--- src/shared/lftrtc_pkg.sv ---
// ----------------------------------------------------------------------------
// lf tick rtc wakeup timer constants
// ----------------------------------------------------------------------------
package lftrtc_pkg;
   // special function register addresses
   localparam logic [7:0] lftrtc_addr_data_high  = 8'hAB;
   localparam logic [7:0] lftrtc_addr_data_low   = 8'hAC;
   localparam logic [7:0] lftrtc_addr_ind_ctrl   = 8'hAD;
   localparam logic [7:0] lftrtc_addr_tick_div   = 8'hB5;
   localparam logic [7:0] lftrtc_addr_clk_pwr    = 8'hB6;
   localparam logic [7:0] lftrtc_addr_lf_cfg     = 8'hBF;
   // reset values
   localparam logic [7:0] lftrtc_tick_div_reset  = 8'h03;
   localparam logic [5:0] lftrtc_lf_cfg_reset    = 6'h27;
   // indirect control fields
   localparam int         lftrtc_busy_bit        = 4;
   localparam int         lftrtc_write_bit       = 3;
   localparam logic [2:0] lftrtc_idx_high        = 3'h1;
   localparam logic [2:0] lftrtc_idx_low         = 3'h2;
   localparam logic [2:0] lftrtc_idx_disable     = 3'h3;
   // low frequency clock and its divider
   localparam int         lftrtc_clk_hz          = 125_000_000;
   localparam int         lftrtc_lf_hz           = 4_000;
   localparam int         lftrtc_lf_half_cycles  = lftrtc_clk_hz / (2 * lftrtc_lf_hz);
   // rc oscillator model divider (nominal 4 khz too, free running)
   localparam int         lftrtc_rc_half_cycles  = lftrtc_lf_half_cycles;
   // indirect access busy time in core clocks
   localparam int         lftrtc_busy_cycles     = 4;
endpackage : lftrtc_pkg

--- src/design/lftrtc_top.sv ---
// Contract
// - lf clock derived from crystal when running
// - rc oscillator sources lf clock otherwise
// - cpu reads lf clock phase
// - tick interval counted in lf periods
// - tick period is divider plus one
// - lf config register six bits reset 27
// - capture input at half rc frequency
// - 24 bit auto reloading down counter
// - disabled at reset, enabled by low write
// - every low write reloads counter
// - disable opcode stops the timer
// - read code selects latch or counter
// - first wakeup within n+1..n+2 ticks
// - each expiry sets wakeup flag
// - expiry forces power down exit unless a nonzero clock write comes in the same cycle
// - pin pulse 1 to 16 ticks
// - nonzero clock write enters power down
// - indirect busy, direction and index fields
// - indirect write indices 1, 2, 3
`timescale 1ns/10ps
`default_nettype none
module lftrtc_top
   import lftrtc_pkg::*;
#(
   parameter int lf_half_cycles = lftrtc_lf_half_cycles, // core clocks per lf half period
   parameter int rc_half_cycles = lftrtc_rc_half_cycles  // core clocks per rc half period
) (
   // clock and reset
   input  wire logic       core_clk,
   input  wire logic       srst,
   // special function register port
   input  wire logic       sfr_wr,
   input  wire logic       sfr_rd,
   input  wire logic [7:0] sfr_addr,
   input  wire logic [7:0] sfr_wdata,
   output logic      [7:0] sfr_rdata,
   // crystal status
   input  wire logic       crystal_running,
   // wakeup and power
   output logic            wakeup_flag_set,
   output logic            power_down,
   input  wire logic       pin_wakeup,
   input  wire logic       watchdog_reset,
   // port pin pulse and timer 2 capture source
   output logic            port0_pin0,
   output logic            port0_pin0_oe,
   input  wire logic       pulse_enable,
   output logic            timer2_ext_input
);
   initial begin
      if (lf_half_cycles < 1 || lf_half_cycles > 65536 ||
          rc_half_cycles < 1 || rc_half_cycles > 65536) begin
         $error("half period counts must lie in 1 to 65536");
      end
   end

   // ------------------------------------------------------------------------
   // state
   // ------------------------------------------------------------------------
   logic [15:0] xo_cnt, next_xo_cnt;          // crystal derived divider
   logic        xo_ph, next_xo_ph;            // crystal derived lf phase
   logic [15:0] rc_cnt, next_rc_cnt;          // rc oscillator model
   logic        rc_ph, next_rc_ph;            // rc oscillator phase
   logic        rc_half, next_rc_half;        // rc divided by two
   logic        lf_prev, next_lf_prev;        // for lf rising edge
   logic [7:0]  tick_divider, next_tick_divider;
   logic [5:0]  lf_clock_config, next_lf_clock_config;
   logic [7:0]  tick_cnt, next_tick_cnt;      // lf periods within a tick
   logic [7:0]  data_high, next_data_high;
   logic [7:0]  data_low, next_data_low;
   logic [4:0]  ind_ctrl, next_ind_ctrl;
   logic [2:0]  busy_cnt, next_busy_cnt;
   logic [23:0] latch, next_latch;
   logic [23:0] count, next_count;
   logic        enabled, next_enabled;
   logic        reload_pend, next_reload_pend;
   logic [3:0]  pin_pulse_length, next_pin_pulse_length;
   logic [4:0]  pulse_cnt, next_pulse_cnt;    // ticks left in pin pulse
   logic        power_down_q, next_power_down_q;
   logic        flag_q, next_flag_q;
   logic        low_freq_clock;               // selected lf clock
   logic        lf_rise;                      // one core cycle per lf period
   logic        tick;                         // one core cycle per tick
   logic        expire;                       // counter zero reload

   // lf clock select: rc when no crystal
   assign low_freq_clock = crystal_running ? xo_ph : rc_ph;
   assign lf_rise        = low_freq_clock && !lf_prev;
   // tick every divider plus one lf periods
   assign tick           = lf_rise && (tick_cnt == tick_divider);
   // expiry when counter at zero on a tick
   assign expire         = tick && enabled && !reload_pend && (count == 24'h000000);
   assign timer2_ext_input = rc_half; // half rc rate

   // ------------------------------------------------------------------------
   // next state
   // ------------------------------------------------------------------------
   // one combinational process; the cpu port and lf logic share state here
   always_comb begin
      next_xo_cnt           = xo_cnt + 16'h0001;
      next_xo_ph            = xo_ph;
      next_rc_cnt           = rc_cnt + 16'h0001;
      next_rc_ph            = rc_ph;
      next_rc_half          = rc_half;
      next_lf_prev          = low_freq_clock;
      next_tick_divider     = tick_divider;
      next_lf_clock_config  = lf_clock_config;
      next_tick_cnt         = tick_cnt;
      next_data_high        = data_high;
      next_data_low         = data_low;
      next_ind_ctrl         = ind_ctrl;
      next_busy_cnt         = busy_cnt;
      next_latch            = latch;
      next_count            = count;
      next_enabled          = enabled;
      next_reload_pend      = reload_pend;
      next_pin_pulse_length = pin_pulse_length;
      next_pulse_cnt        = pulse_cnt;
      next_power_down_q     = power_down_q;
      next_flag_q           = 1'b0;
      // crystal derived lf divider
      if (xo_cnt == 16'(lf_half_cycles - 1)) begin
         next_xo_cnt = 16'h0000;
         next_xo_ph  = !xo_ph;
      end
      // free running rc model, never stops
      if (rc_cnt == 16'(rc_half_cycles - 1)) begin
         next_rc_cnt = 16'h0000;
         next_rc_ph  = !rc_ph;
         if (!rc_ph) begin
            next_rc_half = !rc_half; // toggle on rc rising edge
         end
      end
      // tick divider counts lf periods
      if (lf_rise) begin
         next_tick_cnt = (tick_cnt >= tick_divider) ? 8'h00 : tick_cnt + 8'h01;
      end
      // wakeup counter steps on ticks
      if (tick && enabled) begin
         if (reload_pend) begin
            next_count       = latch; // reload after write
            next_reload_pend = 1'b0;
         end else if (count == 24'h000000) begin
            next_count  = latch;      // auto reload
            next_flag_q = 1'b1;       // wakeup flag
         end else begin
            next_count = count - 24'h000001;
         end
      end
      // pin pulse of length plus one ticks
      if (expire && pulse_enable) begin
         next_pulse_cnt = {1'b0, pin_pulse_length} + 5'h01;
      end else if (tick && pulse_cnt != 5'h00) begin
         next_pulse_cnt = pulse_cnt - 5'h01;
      end
      // busy countdown for indirect transfers
      if (busy_cnt != 3'h0) begin
         next_busy_cnt = busy_cnt - 3'h1;
      end
      // power down exit on expiry or pins or watchdog
      if (expire || pin_wakeup || watchdog_reset) begin
         next_power_down_q = 1'b0;
      end
      // cpu register writes
      if (sfr_wr) begin
         case (sfr_addr)
            lftrtc_addr_tick_div: next_tick_divider = sfr_wdata;
            lftrtc_addr_lf_cfg:   next_lf_clock_config = sfr_wdata[5:0];
            lftrtc_addr_data_high: next_data_high = sfr_wdata;
            lftrtc_addr_data_low:  next_data_low  = sfr_wdata;
            lftrtc_addr_clk_pwr: begin
               // nonzero write starts shutdown
               if (sfr_wdata != 8'h00) begin
                  next_power_down_q = 1'b1;
               end
            end
            lftrtc_addr_ind_ctrl: begin
               next_ind_ctrl = {1'b0, sfr_wdata[3:0]};
               next_busy_cnt = 3'(lftrtc_busy_cycles);
               if (sfr_wdata[lftrtc_write_bit]) begin
                  case (sfr_wdata[2:0])
                     // pulse length and latch high byte
                     lftrtc_idx_high: begin
                        next_pin_pulse_length = data_high[3:0];
                        next_latch[23:16]     = data_low;
                     end
                     // latch low, enable and reload
                     lftrtc_idx_low: begin
                        next_latch[15:0] = {data_high, data_low};
                        next_enabled     = 1'b1;
                        next_reload_pend = 1'b1;
                     end
                     // disable opcode
                     lftrtc_idx_disable: begin
                        next_enabled     = 1'b0;
                        next_reload_pend = 1'b0;
                     end
                     default: begin
                     end
                  endcase
               end else begin
                  // read codes load the data pair
                  case (sfr_wdata[2:0])
                     lftrtc_idx_high: begin
                        next_data_high = count[23:16];
                        next_data_low  = latch[23:16];
                     end
                     lftrtc_idx_low: begin
                        next_data_high = latch[15:8];
                        next_data_low  = latch[7:0];
                     end
                     lftrtc_idx_disable: begin
                        next_data_high = count[15:8];
                        next_data_low  = count[7:0];
                     end
                     default: begin
                        next_data_high = 8'h00;
                        next_data_low  = 8'h00;
                     end
                  endcase
               end
            end
            default: begin
            end
         endcase
      end
   end

   // ------------------------------------------------------------------------
   // registers
   // ------------------------------------------------------------------------
   // plain register bank with synchronous reset
   always_ff @(posedge core_clk) begin
      if (srst) begin
         xo_cnt <= 16'h0000;
         xo_ph <= 1'b0;
         rc_cnt <= 16'h0000;
         rc_ph <= 1'b0;
         rc_half <= 1'b0;
         lf_prev <= 1'b0;
         tick_divider <= lftrtc_tick_div_reset;
         lf_clock_config <= lftrtc_lf_cfg_reset;
         tick_cnt <= 8'h00;
         data_high <= 8'h00;
         data_low <= 8'h00;
         ind_ctrl <= 5'h00;
         busy_cnt <= 3'h0;
         latch <= 24'h000000;
         count <= 24'h000000;
         enabled <= 1'b0; // disabled after reset
         reload_pend <= 1'b0;
         pin_pulse_length <= 4'h0;
         pulse_cnt <= 5'h00;
         power_down_q <= 1'b0;
         flag_q <= 1'b0;
      end else begin
         xo_cnt <= next_xo_cnt;
         xo_ph <= next_xo_ph;
         rc_cnt <= next_rc_cnt;
         rc_ph <= next_rc_ph;
         rc_half <= next_rc_half;
         lf_prev <= next_lf_prev;
         tick_divider <= next_tick_divider;
         lf_clock_config <= next_lf_clock_config;
         tick_cnt <= next_tick_cnt;
         data_high <= next_data_high;
         data_low <= next_data_low;
         ind_ctrl <= next_ind_ctrl;
         busy_cnt <= next_busy_cnt;
         latch <= next_latch;
         count <= next_count;
         enabled <= next_enabled;
         reload_pend <= next_reload_pend;
         pin_pulse_length <= next_pin_pulse_length;
         pulse_cnt <= next_pulse_cnt;
         power_down_q <= next_power_down_q;
         flag_q <= next_flag_q;
      end
   end

   // ------------------------------------------------------------------------
   // outputs and read mux
   // ------------------------------------------------------------------------
   assign wakeup_flag_set = flag_q;
   assign power_down      = power_down_q;
   assign port0_pin0      = pulse_cnt != 5'h00;
   assign port0_pin0_oe   = pulse_enable;

   // register reads; bit 0 of clock control shows lf phase
   always_comb begin
      sfr_rdata = 8'h00;
      if (sfr_rd) begin
         case (sfr_addr)
            lftrtc_addr_tick_div:  sfr_rdata = tick_divider;
            lftrtc_addr_lf_cfg:    sfr_rdata = {2'b00, lf_clock_config};
            lftrtc_addr_clk_pwr:   sfr_rdata = {7'h00, low_freq_clock};
            lftrtc_addr_data_high: sfr_rdata = data_high;
            lftrtc_addr_data_low:  sfr_rdata = data_low;
            lftrtc_addr_ind_ctrl:  sfr_rdata = {3'b000, busy_cnt != 3'h0, ind_ctrl[3:0]};
            default:               sfr_rdata = 8'h00;
         endcase
      end
   end

   // ------------------------------------------------------------------------
   // assertions
   // ------------------------------------------------------------------------
   // a tick must restart the lf period count, else the period drifts
   a_tick_period: assert property (@(posedge core_clk) disable iff (srst)
      tick |=> (tick_cnt == 8'h00))
      else $error("tick did not restart divider count");
   a_reset_disabled: assert property (@(posedge core_clk)
      $fell(srst) |-> !enabled)
      else $error("timer enabled after reset");
   a_low_write_enables: assert property (@(posedge core_clk) disable iff (srst)
      (sfr_wr && sfr_addr == lftrtc_addr_ind_ctrl && sfr_wdata[3:0] == 4'hA)
      |=> enabled && reload_pend)
      else $error("low latch write did not enable and reload");
   a_disable_op: assert property (@(posedge core_clk) disable iff (srst)
      (sfr_wr && sfr_addr == lftrtc_addr_ind_ctrl && sfr_wdata[3:0] == 4'hB)
      |=> !enabled)
      else $error("disable opcode ignored");
   a_expire_reload: assert property (@(posedge core_clk) disable iff (srst)
      (expire && !sfr_wr) |=> count == latch && wakeup_flag_set)
      else $error("expiry did not reload and flag");
   a_pd_exit: assert property (@(posedge core_clk) disable iff (srst)
      (expire && !sfr_wr) |=> !power_down)
      else $error("expiry did not leave power down");
   a_pd_enter: assert property (@(posedge core_clk) disable iff (srst)
      (sfr_wr && sfr_addr == lftrtc_addr_clk_pwr && sfr_wdata != 8'h00
       && !expire && !pin_wakeup && !watchdog_reset) |=> power_down)
      else $error("power down not entered");
   a_pulse_len: assert property (@(posedge core_clk) disable iff (srst)
      (expire && pulse_enable) |=> pulse_cnt == {1'b0, $past(pin_pulse_length)} + 5'h01)
      else $error("pulse length wrong");
   a_busy_flag: assert property (@(posedge core_clk) disable iff (srst)
      (sfr_wr && sfr_addr == lftrtc_addr_ind_ctrl) |=> busy_cnt != 3'h0)
      else $error("busy not raised");
endmodule // lftrtc_top
`default_nettype wire

--- config.mk ---
export PLATFORM = sky130hd
export DESIGN_NAME = lftrtc_top
export DESIGN_NICKNAME = d
export VERILOG_FILES = /design/src/shared/lftrtc_pkg.sv /design/src/design/lftrtc_top.sv
export SDC_FILE = /design/constraint.sdc
export NUM_CORES = 1
export LEC_CHECK = 0
export BUFFER_PORTS_ARGS = -buffer_cell sky130_fd_sc_hd__buf_2
export CAP_MARGIN = 10
export CORE_ASPECT_RATIO = 1.75
export CORE_MARGIN = 3
export CORE_UTILIZATION = 35
export CTS_BUF_LIST = sky130_fd_sc_hd__clkbuf_4
export DETAILED_ROUTE_END_ITERATION = 6
export GPL_ROUTABILITY_DRIVEN = 0
export PLACE_DENSITY = 0.5
export SLEW_MARGIN = 20
export SYNTH_ARGS = -nofsm -noshare
export SYNTH_HDL_FRONTEND = slang
export SYNTH_SLANG_ARGS = --single-unit
export TNS_END_PERCENT = 5
--- constraint.sdc ---
create_clock -name core_clk -period 2.34 [get_ports core_clk]
set_input_delay 0.234 -clock core_clk [delete_from_list [all_inputs] [get_ports core_clk]]
set_output_delay 0.234 -clock core_clk [all_outputs]
set_load 0.05 [all_outputs]
# [Yosys cells after proc, flatten, opt, wreduce, memory -nomap -nowiden]
# Index checks and enable logic that the tools add are counted.
[word_totals] register_bits=142 input_bits=24 output_inout_bits=13 word_cells=107
[op_classes] eq_ne=13 add_sub_neg=7 reduce_logical=34 order_cmp=1 bitwise_logic=2 mux=28
[ops] cell="equality test 8 bit (second input constant)" count=6
[ops] cell="2-to-1 mux 24 bit" count=2
[ops] cell="case mux 8 bit (3 select lines)" count=2
[ops] cell="case mux 8 bit (6 select lines)" count=1
[ops] cell="adder 16 x 1 -> 16 bit (second input constant)" count=2
[ops] cell="equality test 16 x 14 -> 1 bit (second input constant)" count=2
[ops] cell="2-to-1 mux 8 bit" count=4
[ops] cell="case mux 8 bit (2 select lines)" count=2
[ops] cell="zero test 24 bit" count=1
[ops] cell="subtractor 24 x 1 -> 24 bit (second input constant)" count=1
[ops] cell="AND reduction 4 bit" count=3
[ops] cell="2-to-1 mux 1 bit" count=10
[ops] cell="2-to-1 mux 5 bit" count=2
[ops] cell="2-to-1 mux 3 bit" count=3
[ops] cell="adder 8 x 1 -> 8 bit (second input constant)" count=1
[ops] cell="equality test 8 bit" count=1
[ops] cell="greater-or-equal comparator 8 bit" count=1
[ops] cell="AND reduction 2 bit" count=4
[ops] cell="nonzero test 2 bit" count=4
[ops] cell="nonzero test 8 bit" count=1
[ops] cell="logical AND 1 bit" count=7
[ops] cell="equality test 3 x 2 -> 1 bit (second input constant)" count=2
[ops] cell="AND reduction 3 bit" count=2
[ops] cell="adder 4 x 1 -> 5 bit (second input constant)" count=1
[ops] cell="12 further kinds" count=20

# [Depth between registers and ports, before layout]
# Gate-level depths: netlist of the first run.
[depth] depth_word=12 mapped_depth=10 ltp_nobuf=7

# [Least setup slack after synthesis of the first run]
# Ideal clock, no wire load.
[synth_timing] path_kind="input to output" startpoint="input sfr_addr[3]" endpoint="output sfr_rdata[1]" arrival_time_ns=2.498 t_required_ns=2.106 cell_stages=5 n_path_buf=1 path_slack_ns=-0.392 cell_sequence="clkbuf_1 > nand2b_1 > nor4_1 > a222oi_1 > a21oi_1"
[synth_between] elab_chain_cells=3 word_cells_on_any_way=8 cone_classes="eq/ne: 6; mux: 2"
[synth_rtl] element="from (decl)" line="lftrtc_top.sv:35" text="input wire logic [7:0] sfr_addr,"
[synth_rtl] element="equality test 8 bit" line="lftrtc_top.sv:294" text="case (sfr_addr)"
[synth_rtl] element="case mux 8 bit (6 select lines) (*)" line="lftrtc_top.sv:294"
[synth_rtl] element="2-to-1 mux 8 bit (*)" line="lftrtc_top.sv:293" text="if (sfr_rd) begin"
[synth_rtl] element="to (decl)" line="lftrtc_top.sv:37" text="output logic [7:0] sfr_rdata,"
# Every way passes the cells marked *; elsewhere a longest branch is shown, timed or not.

# [Final worst setup path of the first run]
[layout_timing] startpoint="register count[8]" endpoint="register count[9]"
[layout_between] elab_chain_cells=3 word_cells_on_any_way=4 cone_classes="add/sub: 1; mux: 2; reduce/logical: 1"
[layout_rtl] element="from (decl)" line="lftrtc_top.sv:75" text="logic [23:0] count, next_count;"
[layout_rtl] element="from (signal assigned)" line="lftrtc_top.sv:272" text="count <= next_count;"
[layout_rtl] element="subtractor 24 x 1 -> 24 bit or zero test 24 bit (tied branches)" line="lftrtc_top.sv:148, lftrtc_top.sv:144"
[layout_rtl] element="2-to-1 mux 24 bit (*)" line="lftrtc_top.sv:144" text="end else if (count == 24'h000000) begin"
[layout_rtl] element="2-to-1 mux 24 bit (*)" line="lftrtc_top.sv:141" text="if (reload_pend) begin"
# Marks and branches as above.
# A chain may end at the register's enable or synchronous reset.

==> results of run 1 <==
-- area by class of cell --
class | instances | area (um2) | share of cell area
Antenna cell | 1 | 2.50 | 0.000283
Sequential cell | 142 | 2850 | 0.322
Tap cell | 252 | 315 | 0.0356
Multi-Input combinational cell | 697 | 4340 | 0.490
Inverter | 32 | 120 | 0.0136
Clock buffer | 17 | 128 | 0.0144
Clock inverter | 14 | 175 | 0.0198
Timing Repair Buffer | 123 | 922 | 0.104
-- cells in the final DEF, fill, tap and decap left out, types with 10 or more instances in the layout --
cell / n
ha_1: 21
nand3_1: 45
or4_1: 10
nand2_1: 104
xor2_1: 29
a211oi_1: 19
nor2_1: 97
xnor2_1: 10
inv_1: 31
clkbuf_4: 17
o21ai_0: 21
a22oi_1: 20
buf_4: 73
mux2i_1: 13
nor4_1: 15
buf_2: 34
nor3_1: 26
nand4_1: 26
dfxtp_1: 137
mux2_2: 18
a21oi_1: 83
and3_1: 11
-- state kept, by name, indices dropped and copies added, names as in the netlist, 6 cells and up --
register,flops
xo_cnt,16
lf_clock_config,6
data_high,8
latch,24
count,24
rc_cnt,16
data_low,8
tick_cnt,8
tick_divider,8
-- worst min-delay path: stages --
cell and delay [ns]:
buf_2 0.08, nor4b_1 0.06, o31ai_1 0.07, buf_4 0.11, o41ai_1 0.05
-- power by group --
| part | switching (uW) | leakage (uW) | total (uW) | internal (uW) |
|---|---|---|---|---|
| sequential | 20.0 | 0.00115 | 2460 | 2440 |
| combinational | 196 | 0.00198 | 327 | 131 |
| clock | 921 | 0.000160 | 1740 | 823 |
-- routing by layer --
layer | vias up | global-route usage | wire (um) | share of wire
met5 | - | 0 | 0 | 0
met2 | 200 | 0.399 | 13000 | 0.53
li1 | 3570 | - | - | -
met3 | 63 | 0.0344 | 858 | 0.035
met4 | 0 | 0.124 | 1420 | 0.058
met1 | 3414 | 0.230 | 9170 | 0.38
-- metrics by stage --
stage               instance area (um2)  total power, uW
CTS                                8790             4600
global route                       8860             4740
global placement                   8390             2840
finish                             8860             4530
floorplan                          7540             2730
detailed placement                 8390             2840
-- worst paths after layout --
path / start / to / slack, ns / cells past startpoint
min: watchdog_reset / power_down / 0.06 / 5
min reg2reg: xo_cnt[0] / xo_cnt[0] / 0.47 / 1
max reg2reg: count[8] / count[9] / 0.03 / 6
max: count[8] / count[9] / 0.03 / 6
-- synth_stat cells (20+ instances only) --
cell	instances	area, um2
a21oi_1	88	440
a22oi_1	20	150
clkbuf_1	54	203
dfxtp_1	142	2840
ha_1	21	263
inv_1	31	116
nand2_1	105	394
nand3_1	45	225
nand4_1	26	163
nor2_1	98	368
nor3_1	27	135
o21ai_0	21	105
xor2_1	29	254
-- logic make-up (layout without fill, tap and decap cells) --
| logic type | Yosys count | in the layout |
|---|---|---|
| and+or+nand+nor | 394 | 394 |
| AOI/OAI and AO/OA | 212 | 212 |
| DFF | 142 | 142 |
| buffers and inverters | 97 | 186 |
| xor gates and xnor gates | 39 | 39 |
| muxes | 31 | 31 |
| adders and majority gates | 21 | 21 |
| other | 0 | 1 |
-- timing repair --
action,CTS,global route
hold endpoints to repair,9,1
buffers inserted,0,2
cloned,0,0
resized for setup,4,14
pin swaps,3,5
hold buffers,8,1
setup endpoints to repair,14,21
==> results.py, run 1 <==
metrics = {
    "synthesis": {
        "synth_ff_type": "dfxtp_1",
        "synth_top_family_by_area": "simple AND/OR/NAND/NOR gates",
        "synth-compound-area-share": 0.181,
        "synth_edf_count": 0,
        "synth_fa_ha_area_frac": 0.0350,
        "synthXorXnorAreaFrac": 0.0455,
        "synth_cell_type_count": 62,
        "ys_ff_latch": 142,
        "synthCells": 936,
        "synth-simple-area-share": 0.263,
        "synthArstFlopShare": 0,
        "post_synth_instance_area_um2": 7510,
        "synth_warnings": 0,
        "synthMuxAreaShare": 0.0443,
        "synth-seq-area-share": 0.379,
        "synth_nets": 981,
        "synth_area_per_cell_um2": 8.02,
    },
    "critical_path": {
        "cp_slowest_cell": "or4_4",
        "path_max_fanout": 4,
        "critPathRequiredTime_ns": 2.79,
        "start_kind": "register",
        "arrival_ns": 2.76,
        "cpMostUsedCell": "or4_4",
        "critPathBufInv": 1,
        "cp_top_family": "simple AND/OR/NAND/NOR gates",
        "cp_cell_sequence": "or4_4, or4_4, buf_4, o221a_2, o211ai_1, o221ai_1",
        "critPathMaxStageDelay_ns": 0.58,
        "endpoint_kind": "register",
        "worstSetupPathType": "reg -> reg",
    },
    "global_route": {
        "grt_antenna_before_repair": 1,
        "grt_max_degree": 51,
        "grt_pass1_vias": 7242,
        "grt_remaining_overflow": 0,
        "track_usage": 0.217,
        "grt_pass1_wl_um": 38900,
    },
    "sta": {
        "finalSetupViolCount": 0,
        "setup_tns_ns": 0,
        "max_slew.worst_pin.slew_ns": 0.689,
        "slew_headroom": 0.539,
        "worst_slack_ns": 0.0270,
        "finalClockSkew_ns": 0.0126,
        "timing.final.crit_share": 0.988,
        "rsz0062_at_grt": "true",
        "period_minus_slack_ns": 2.31,
        "drv_slew": 0,
        "clock.fmax_mhz": 432,
        "hold_slack_ns": 0.0575,
        "hold_violations": 0,
    },
    "clock_tree": {
        "clk_pin_slew_ns": 0.12,
        "root_buffer": "clkbuf_4",
        "clk_latency_ns": 0.58,
        "clock-sinks": 142,
        "numCtsBuffers": 17,
        "cts_htree_levels": 4,
        "cts_tree": "done",
        "clockBufferDepth": 2,
    },
    "pwr": {
        "irDropWorstVdd_v": 0.000303,
        "p_per_area_nw_per_um2": 512,
        "leakagePower_uw": 0.00329,
    },
    "drt": {
        "first_iter_violations": 451,
        "routed_wl_um": 24400,
        "wl_per_cell_um": 19.1,
        "routed_via_density": 5.67,
        "ant_nets": 0,
        "dr_total_vias": 7247,
        "drc": 0,
        "dr.pass1.iters": 6,
    },
    "worst_hold_path": {
        "min_path_type": "in -> reg",
    },
    "placement": {
        "dp_hpwl_um": 18500,
        "dp_cells": 1235,
        "io_buffers": 36,
        "place_ws_ns": -0.0450,
    },
    "cells_and_area": {
        "area_delta_synth_final_pct": 17.9,
        "finalNonFillerCells": 1278,
        "nets": 1058,
        "fin_util": 0.421,
        "final_layout_size_suffix_gt1_frac": 0.183,
        "fillers": 2229,
    },
    "floorplan": {
        "die_y_um": 200,
        "num_rows": 70,
        "num_io_pins": 37,
        "start_util": 0.357,
        "coreArea_um2": 21000,
        "die_area_um2": 23300,
        "die-width_um": 117,
    },
    "run": {
        "cap_violations": 0,
    },
    "outcome": {
        "status": "complete, no violations",
    },
}
No activity file was read; power rests on OpenSTA's default activity.
==> inputs of run 2 (changes only) <==
CELL_PAD_IN_SITES_DETAIL_PLACEMENT = 1   (was default)
CELL_PAD_IN_SITES_GLOBAL_PLACEMENT = 1   (was default)
PLACE_DENSITY = 0.63   (was 0.5)
==> run 2 against run 1 <==
Clock power fell by 3%; highest routed layer unchanged; sequential cell count did not move; clock skew rose by 0.0045 ns; cell count rose by 0.94%; global-route usage rose by 2.0 points; hold slack got worse by 0.025 ns; sequential share of layout area fell by 0.39 points.
==> results.py, run 2 (same netlist as run 1, synthesis figures left out) <==
metrics = {
    "outcome": {
        "status": "complete, no violations",
    },
    "drt": {
        "wl_per_cell_um": 20.5,
        "first_iter_violations": 391,
        "ant_nets": 0,
        "drc": 0,
        "routed_wl_um": 26500,
        "dr_total_vias": 7404,
        "routed_via_density": 5.74,
        "dr.pass1.iters": 5,
    },
    "sta": {
        "rsz0062_at_grt": "true",
        "finalClockSkew_ns": 0.0171,
        "period_minus_slack_ns": 2.32,
        "worst_slack_ns": 0.0196,
        "setup_tns_ns": 0,
        "timing.final.crit_share": 0.992,
        "finalSetupViolCount": 0,
        "drv_slew": 0,
        "max_slew.worst_pin.slew_ns": 0.721,
        "clock.fmax_mhz": 431,
        "hold_violations": 0,
        "slew_headroom": 0.518,
    },
    "cells_and_area": {
        "most-common-layout-cells": "dfxtp_1, nand2_1, nor2_1",
        "nets": 1069,
        "final_common_cell": "dfxtp_1",
        "final_layout_size_suffix_gt1_frac": 0.193,
        "top_regs": "count x24, latch x24",
        "area_delta_synth_final_pct": 19.2,
        "fin_util": 0.426,
    },
    "critical_path": {
        "endpoint_kind": "register",
        "path_max_fanout": 4,
        "worstSetupPathType": "reg -> reg",
        "r2r_slack_ns": 0.02,
        "critPathRequiredTime_ns": 2.78,
        "start_kind": "register",
        "arrival_ns": 2.76,
    },
    "global_route": {
        "track_usage": 0.237,
        "grt_pass1_vias": 7745,
        "grt_antenna_before_repair": 1,
        "grt_max_degree": 64,
        "grt_pass1_wl_um": 42600,
        "grt_remaining_overflow": 0,
    },
    "pwr": {
        "p_int_uw": 3330,
        "p_sw_uw": 1180,
        "pwr-share-comb": 0.077,
        "p_per_area_nw_per_um2": 504,
        "irDropWorstVdd_v": 0.000284,
        "p_total_uw": 4510,
        "swShare": 0.261,
        "leakagePower_uw": 0.00337,
        "seqPwrFrac": 0.547,
        "clkPwrFrac": 0.375,
    },
    "placement": {
        "dp_hpwl_um": 19700,
        "io_buffers": 36,
        "place_ws_ns": -0.0961,
    },
    "clock_tree": {
        "clk_latency_ns": 0.58,
        "clock-sinks": 142,
        "numCtsBuffers": 17,
        "root_buffer": "clkbuf_4",
        "clk_pin_slew_ns": 0.13,
        "cts_tree": "done",
        "clockBufferDepth": 2,
        "cts_htree_levels": 4,
    },
    "floorplan": {
        "die_y_um": 200,
        "num_rows": 70,
        "coreArea_um2": 21000,
        "start_util": 0.357,
        "die_area_um2": 23300,
        "die-width_um": 117,
        "num_io_pins": 37,
    },
    "worst_hold_path": {
        "min_path_type": "in -> reg",
    },
    "run": {
        "cap_violations": 0,
    },
}
## run 2: worst paths after layout
kind                     start              end  depth (start not counted)
setup reg to reg      count[7]         count[9]                          6
hold reg to reg      xo_cnt[0]        xo_cnt[0]                          1
hold / removal    sfr_wdata[6]  tick_divider[6]                          3
setup / recovery      count[7]         count[9]                          6
## run 2: worst max-delay path, stage by stage (launching register included)
cell and delay, ns:
dfxtp_2 0.34, or4_4 0.57, or4_4 0.57, buf_6 0.15, o221a_4 0.25, o211ai_1 0.17
o221ai_1 0.14
## run 2: through the flow
step                      cells  instance area [um2]  hold slack, ns
after floorplan             936                 7540           0.378
after global placement     1246                 8470           0.440
after detailed placement   1246                 8480           0.448
after CTS                  1288                 8900         0.00466
after global routing       1290                 8950         0.00694
final                      1290                 8950          0.0327
## run 2: area by class of cell
cell class / count / area [um2]
multi-input cells: 697 / 4370
clock buffers: 19 / 143
well taps: 252 / 315
flip-flops and latches: 142 / 2850
diodes: 1 / 2.50
inverters: 32 / 120
repair buffers: 134 / 1010
fillers: 2550 / 12100
clock inverters: 13 / 148
## run 2: repair_timing
action | CTS | global route
hold buffers | 10 | 0
pin swaps | 3 | 8
setup endpoints to repair | 26 | 20
gates cloned | 0 | 0
endpoints found under the hold margin | 12 | 0
setup buffers | 0 | 1
resized for setup | 10 | 11
## run 2: power groups by stage
| stage | Clock, uW | Sequential, uW | Combinational [uW] |
|---|---|---|---|
| 6_report | 1690 | 2470 | 349 |
| 4_1_cts | 1750 | 2470 | 350 |
| 3_3_place_gp | 0 | 2520 | 326 |
| 5_1_grt | 1840 | 2470 | 393 |
| 3_5_place_dp | 0 | 2520 | 328 |
| 2_1_floorplan | 0 | 2520 | 213 |
## run 2: routing by layer
layer / part of all wire / GRT usage
met4: 0.057 / 0.140
met3: 0.026 / 0.0329
met1: 0.39 / 0.261
met5: 0 / 0
met2: 0.53 / 0.426
==> inputs of run 3 (changes only) <==
CORE_MARGIN = default   (was 3)
PLACE_DENSITY = default   (was 0.63)
PLACE_DENSITY_LB_ADDON = 0.25   (was default)
==> run 3 against run 2 <==
Clock-buffer cell count up 2; cell count down 0.54%; non-clock buffer count down 4; critical endpoint is now count[2]; sequential cell count unchanged; global-route usage up 1.6 points; sequential power about the same; die area down 5.4%; the flow now finishes with violations (negative setup slack); fmax down 2.1%; total power down 3.5%; hold slack better by 0.033 ns; largest cell class unchanged.
==> results.py, run 3 (same netlist as run 1, synthesis figures left out) <==
metrics = {
    "drt": {
        "wl_per_cell_um": 20.8,
        "dr.pass1.iters": 5,
        "dr_total_vias": 7457,
        "drc": 0,
        "first_iter_violations": 321,
        "ant_nets": 0,
        "routed_wl_um": 26700,
        "routed_via_density": 5.81,
    },
    "critical_path": {
        "critPathBufInv": 2,
        "arrival_ns": 2.85,
        "startpoint": "count[10]",
        "path_depth": 7,
        "cp_cell_sequence": "or4_4, or4_4, o21ai_4, buf_12, buf_12, o21ai_4, a221oi_2",
        "cp_slowest_cell": "or4_4",
        "r2r-start": "count[10]",
        "cp_top_family": "simple AND/OR/NAND/NOR gates",
        "endpoint_kind": "register",
        "worstSetupPathType": "reg -> reg",
        "critPathRequiredTime_ns": 2.82,
        "path_max_fanout": 8,
        "r2r_slack_ns": -0.03,
        "r2r.worst_path.cells": 7,
        "worstReg2RegEnd": "count[2]",
        "endpoint": "count[2]",
        "critPathMaxStageDelay_ns": 0.60,
        "start_kind": "register",
    },
    "global_route": {
        "grt_pass1_vias": 7873,
        "track_usage": 0.254,
        "grt_antenna_before_repair": 1,
        "grt_pass1_wl_um": 42700,
        "grt_remaining_overflow": 0,
        "grt_max_degree": 38,
    },
    "cells_and_area": {
        "multi_input_area_um2": 4390,
        "nets": 1065,
        "top_regs": "count x24, latch x24",
        "area_delta_synth_final_pct": 19.0,
        "final_layout_size_suffix_gt1_frac": 0.187,
        "fillers": 2510,
        "final_cell_area_um2": 8930,
        "ff_latch_area_um2": 2850,
        "final_common_cell": "dfxtp_1",
        "most-common-layout-cells": "dfxtp_1, nand2_1, nor2_1",
    },
    "worst_hold_path": {
        "min_path_type": "in -> reg",
        "min_from": "sfr_wdata[3]",
    },
    "sta": {
        "hold_violations": 0,
        "period_minus_slack_ns": 2.37,
        "worst_slack_ns": -0.0314,
        "rsz0062_at_grt": "true",
        "slew_headroom": 0.538,
        "finalClockSkew_ns": 0.0174,
        "drv_slew": 0,
        "finalSetupViolCount": 2,
        "max_slew.worst_pin.slew_ns": 0.689,
        "timing.final.crit_share": 1.01,
        "setup_tns_ns": -0.0336,
        "clock.fmax_mhz": 422,
    },
    "run": {
        "cap_violations": 0,
    },
    "pwr": {
        "seqPwrFrac": 0.566,
        "pwr-share-comb": 0.081,
        "p_sw_uw": 1120,
        "clkPwrFrac": 0.353,
        "swShare": 0.257,
        "p_per_area_nw_per_um2": 487,
        "leakagePower_uw": 0.00334,
        "p_int_uw": 3230,
        "irDropWorstVdd_v": 0.000281,
        "p_total_uw": 4350,
    },
    "clock_tree": {
        "cts_tree": "done",
        "cts_htree_levels": 4,
        "clockBufferDepth": 2,
        "clock-sinks": 142,
        "clk_latency_ns": 0.58,
        "root_buffer": "clkbuf_4",
        "numCtsBuffers": 17,
        "clk_pin_slew_ns": 0.11,
    },
    "placement": {
        "io_buffers": 36,
        "dp_hpwl_um": 20300,
        "place_area_um2": 8410,
    },
    "floorplan": {
        "coreArea_um2": 20900,
        "start_util": 0.359,
        "die_area_um2": 22100,
        "num_io_pins": 37,
        "num_rows": 70,
        "die_y_um": 196,
        "die-width_um": 113,
    },
    "outcome": {
        "violations": "negative setup slack",
        "status": "complete, but fails checks",
    },
}
-- run 3: power by group through the flow --
stage	Combinational, uW	Sequential, uW	Clock (uW)
2_1_floorplan	213	2520	0
3_3_place_gp	324	2520	0
3_5_place_dp	328	2520	0
4_1_cts	353	2470	1610
5_1_grt	394	2470	1700
6_report	351	2470	1540
-- run 3: area by class of cell --
cell class | instances | share of cell area
Antenna cell | 1 | 0.000280
Clock buffer | 21 | 0.0176
Clock inverter | 8 | 0.0106
Inverter | 32 | 0.0134
Multi-Input combinational cell | 697 | 0.491
Sequential cell | 142 | 0.319
Tap cell | 252 | 0.0353
Timing Repair Buffer | 130 | 0.113
-- run 3: repair_timing --
| action | in CTS | in global routing |
|---|---|---|
| gates cloned | 0 | 1 |
| hold endpoints to repair | 9 | 0 |
| gates resized for setup | 9 | 22 |
| endpoints found under the setup margin | 18 | 16 |
| pin swaps | 4 | 9 |
| buffers inserted | 0 | 1 |
| hold buffers | 13 | 0 |
-- run 3: worst register-to-register path: stages (launching register included) --
cell and delay, ns:
dfxtp_2 0.33, or4_4 0.57, or4_4 0.60, o21ai_4 0.18
buf_12 0.15, buf_12 0.12, o21ai_4 0.05, a221oi_2 0.27
-- run 3: per-stage QoR --
step / hold WS, ns / utilization / std cells / setup slack [ns]
floorplan: 0.378 / - / 936 / -0.177
global placement: 0.440 / 0.402 / 1238 / -0.0719
detailed placement: 0.448 / 0.402 / 1238 / -0.115
CTS: 0.0298 / 0.421 / 1280 / 0.00523
global route: 0.0268 / 0.427 / 1283 / -0.0814
finish: 0.0655 / 0.427 / 1283 / -0.0314
-- run 3: worst min-delay path by stage --
stage / to / slack, ns / depth (start not counted)
2_1_floorplan: lf_clock_config[4] / 0.38 / 2
3_3_place_gp: xo_cnt[0] / 0.44 / 1
3_5_place_dp: xo_cnt[0] / 0.45 / 1
4_1_cts: tick_divider[3] / 0.03 / 3
5_1_grt: tick_divider[3] / 0.03 / 3
6_report: tick_divider[3] / 0.07 / 3
-- run 3: routing by layer --
layer / track usage / part of all wire / wire length [um]
met5: 0 / 0 / 0
met4: 0.186 / 0.071 / 1890
met3: 0.0473 / 0.035 / 931
met2: 0.457 / 0.52 / 13800
met1: 0.259 / 0.38 / 10100
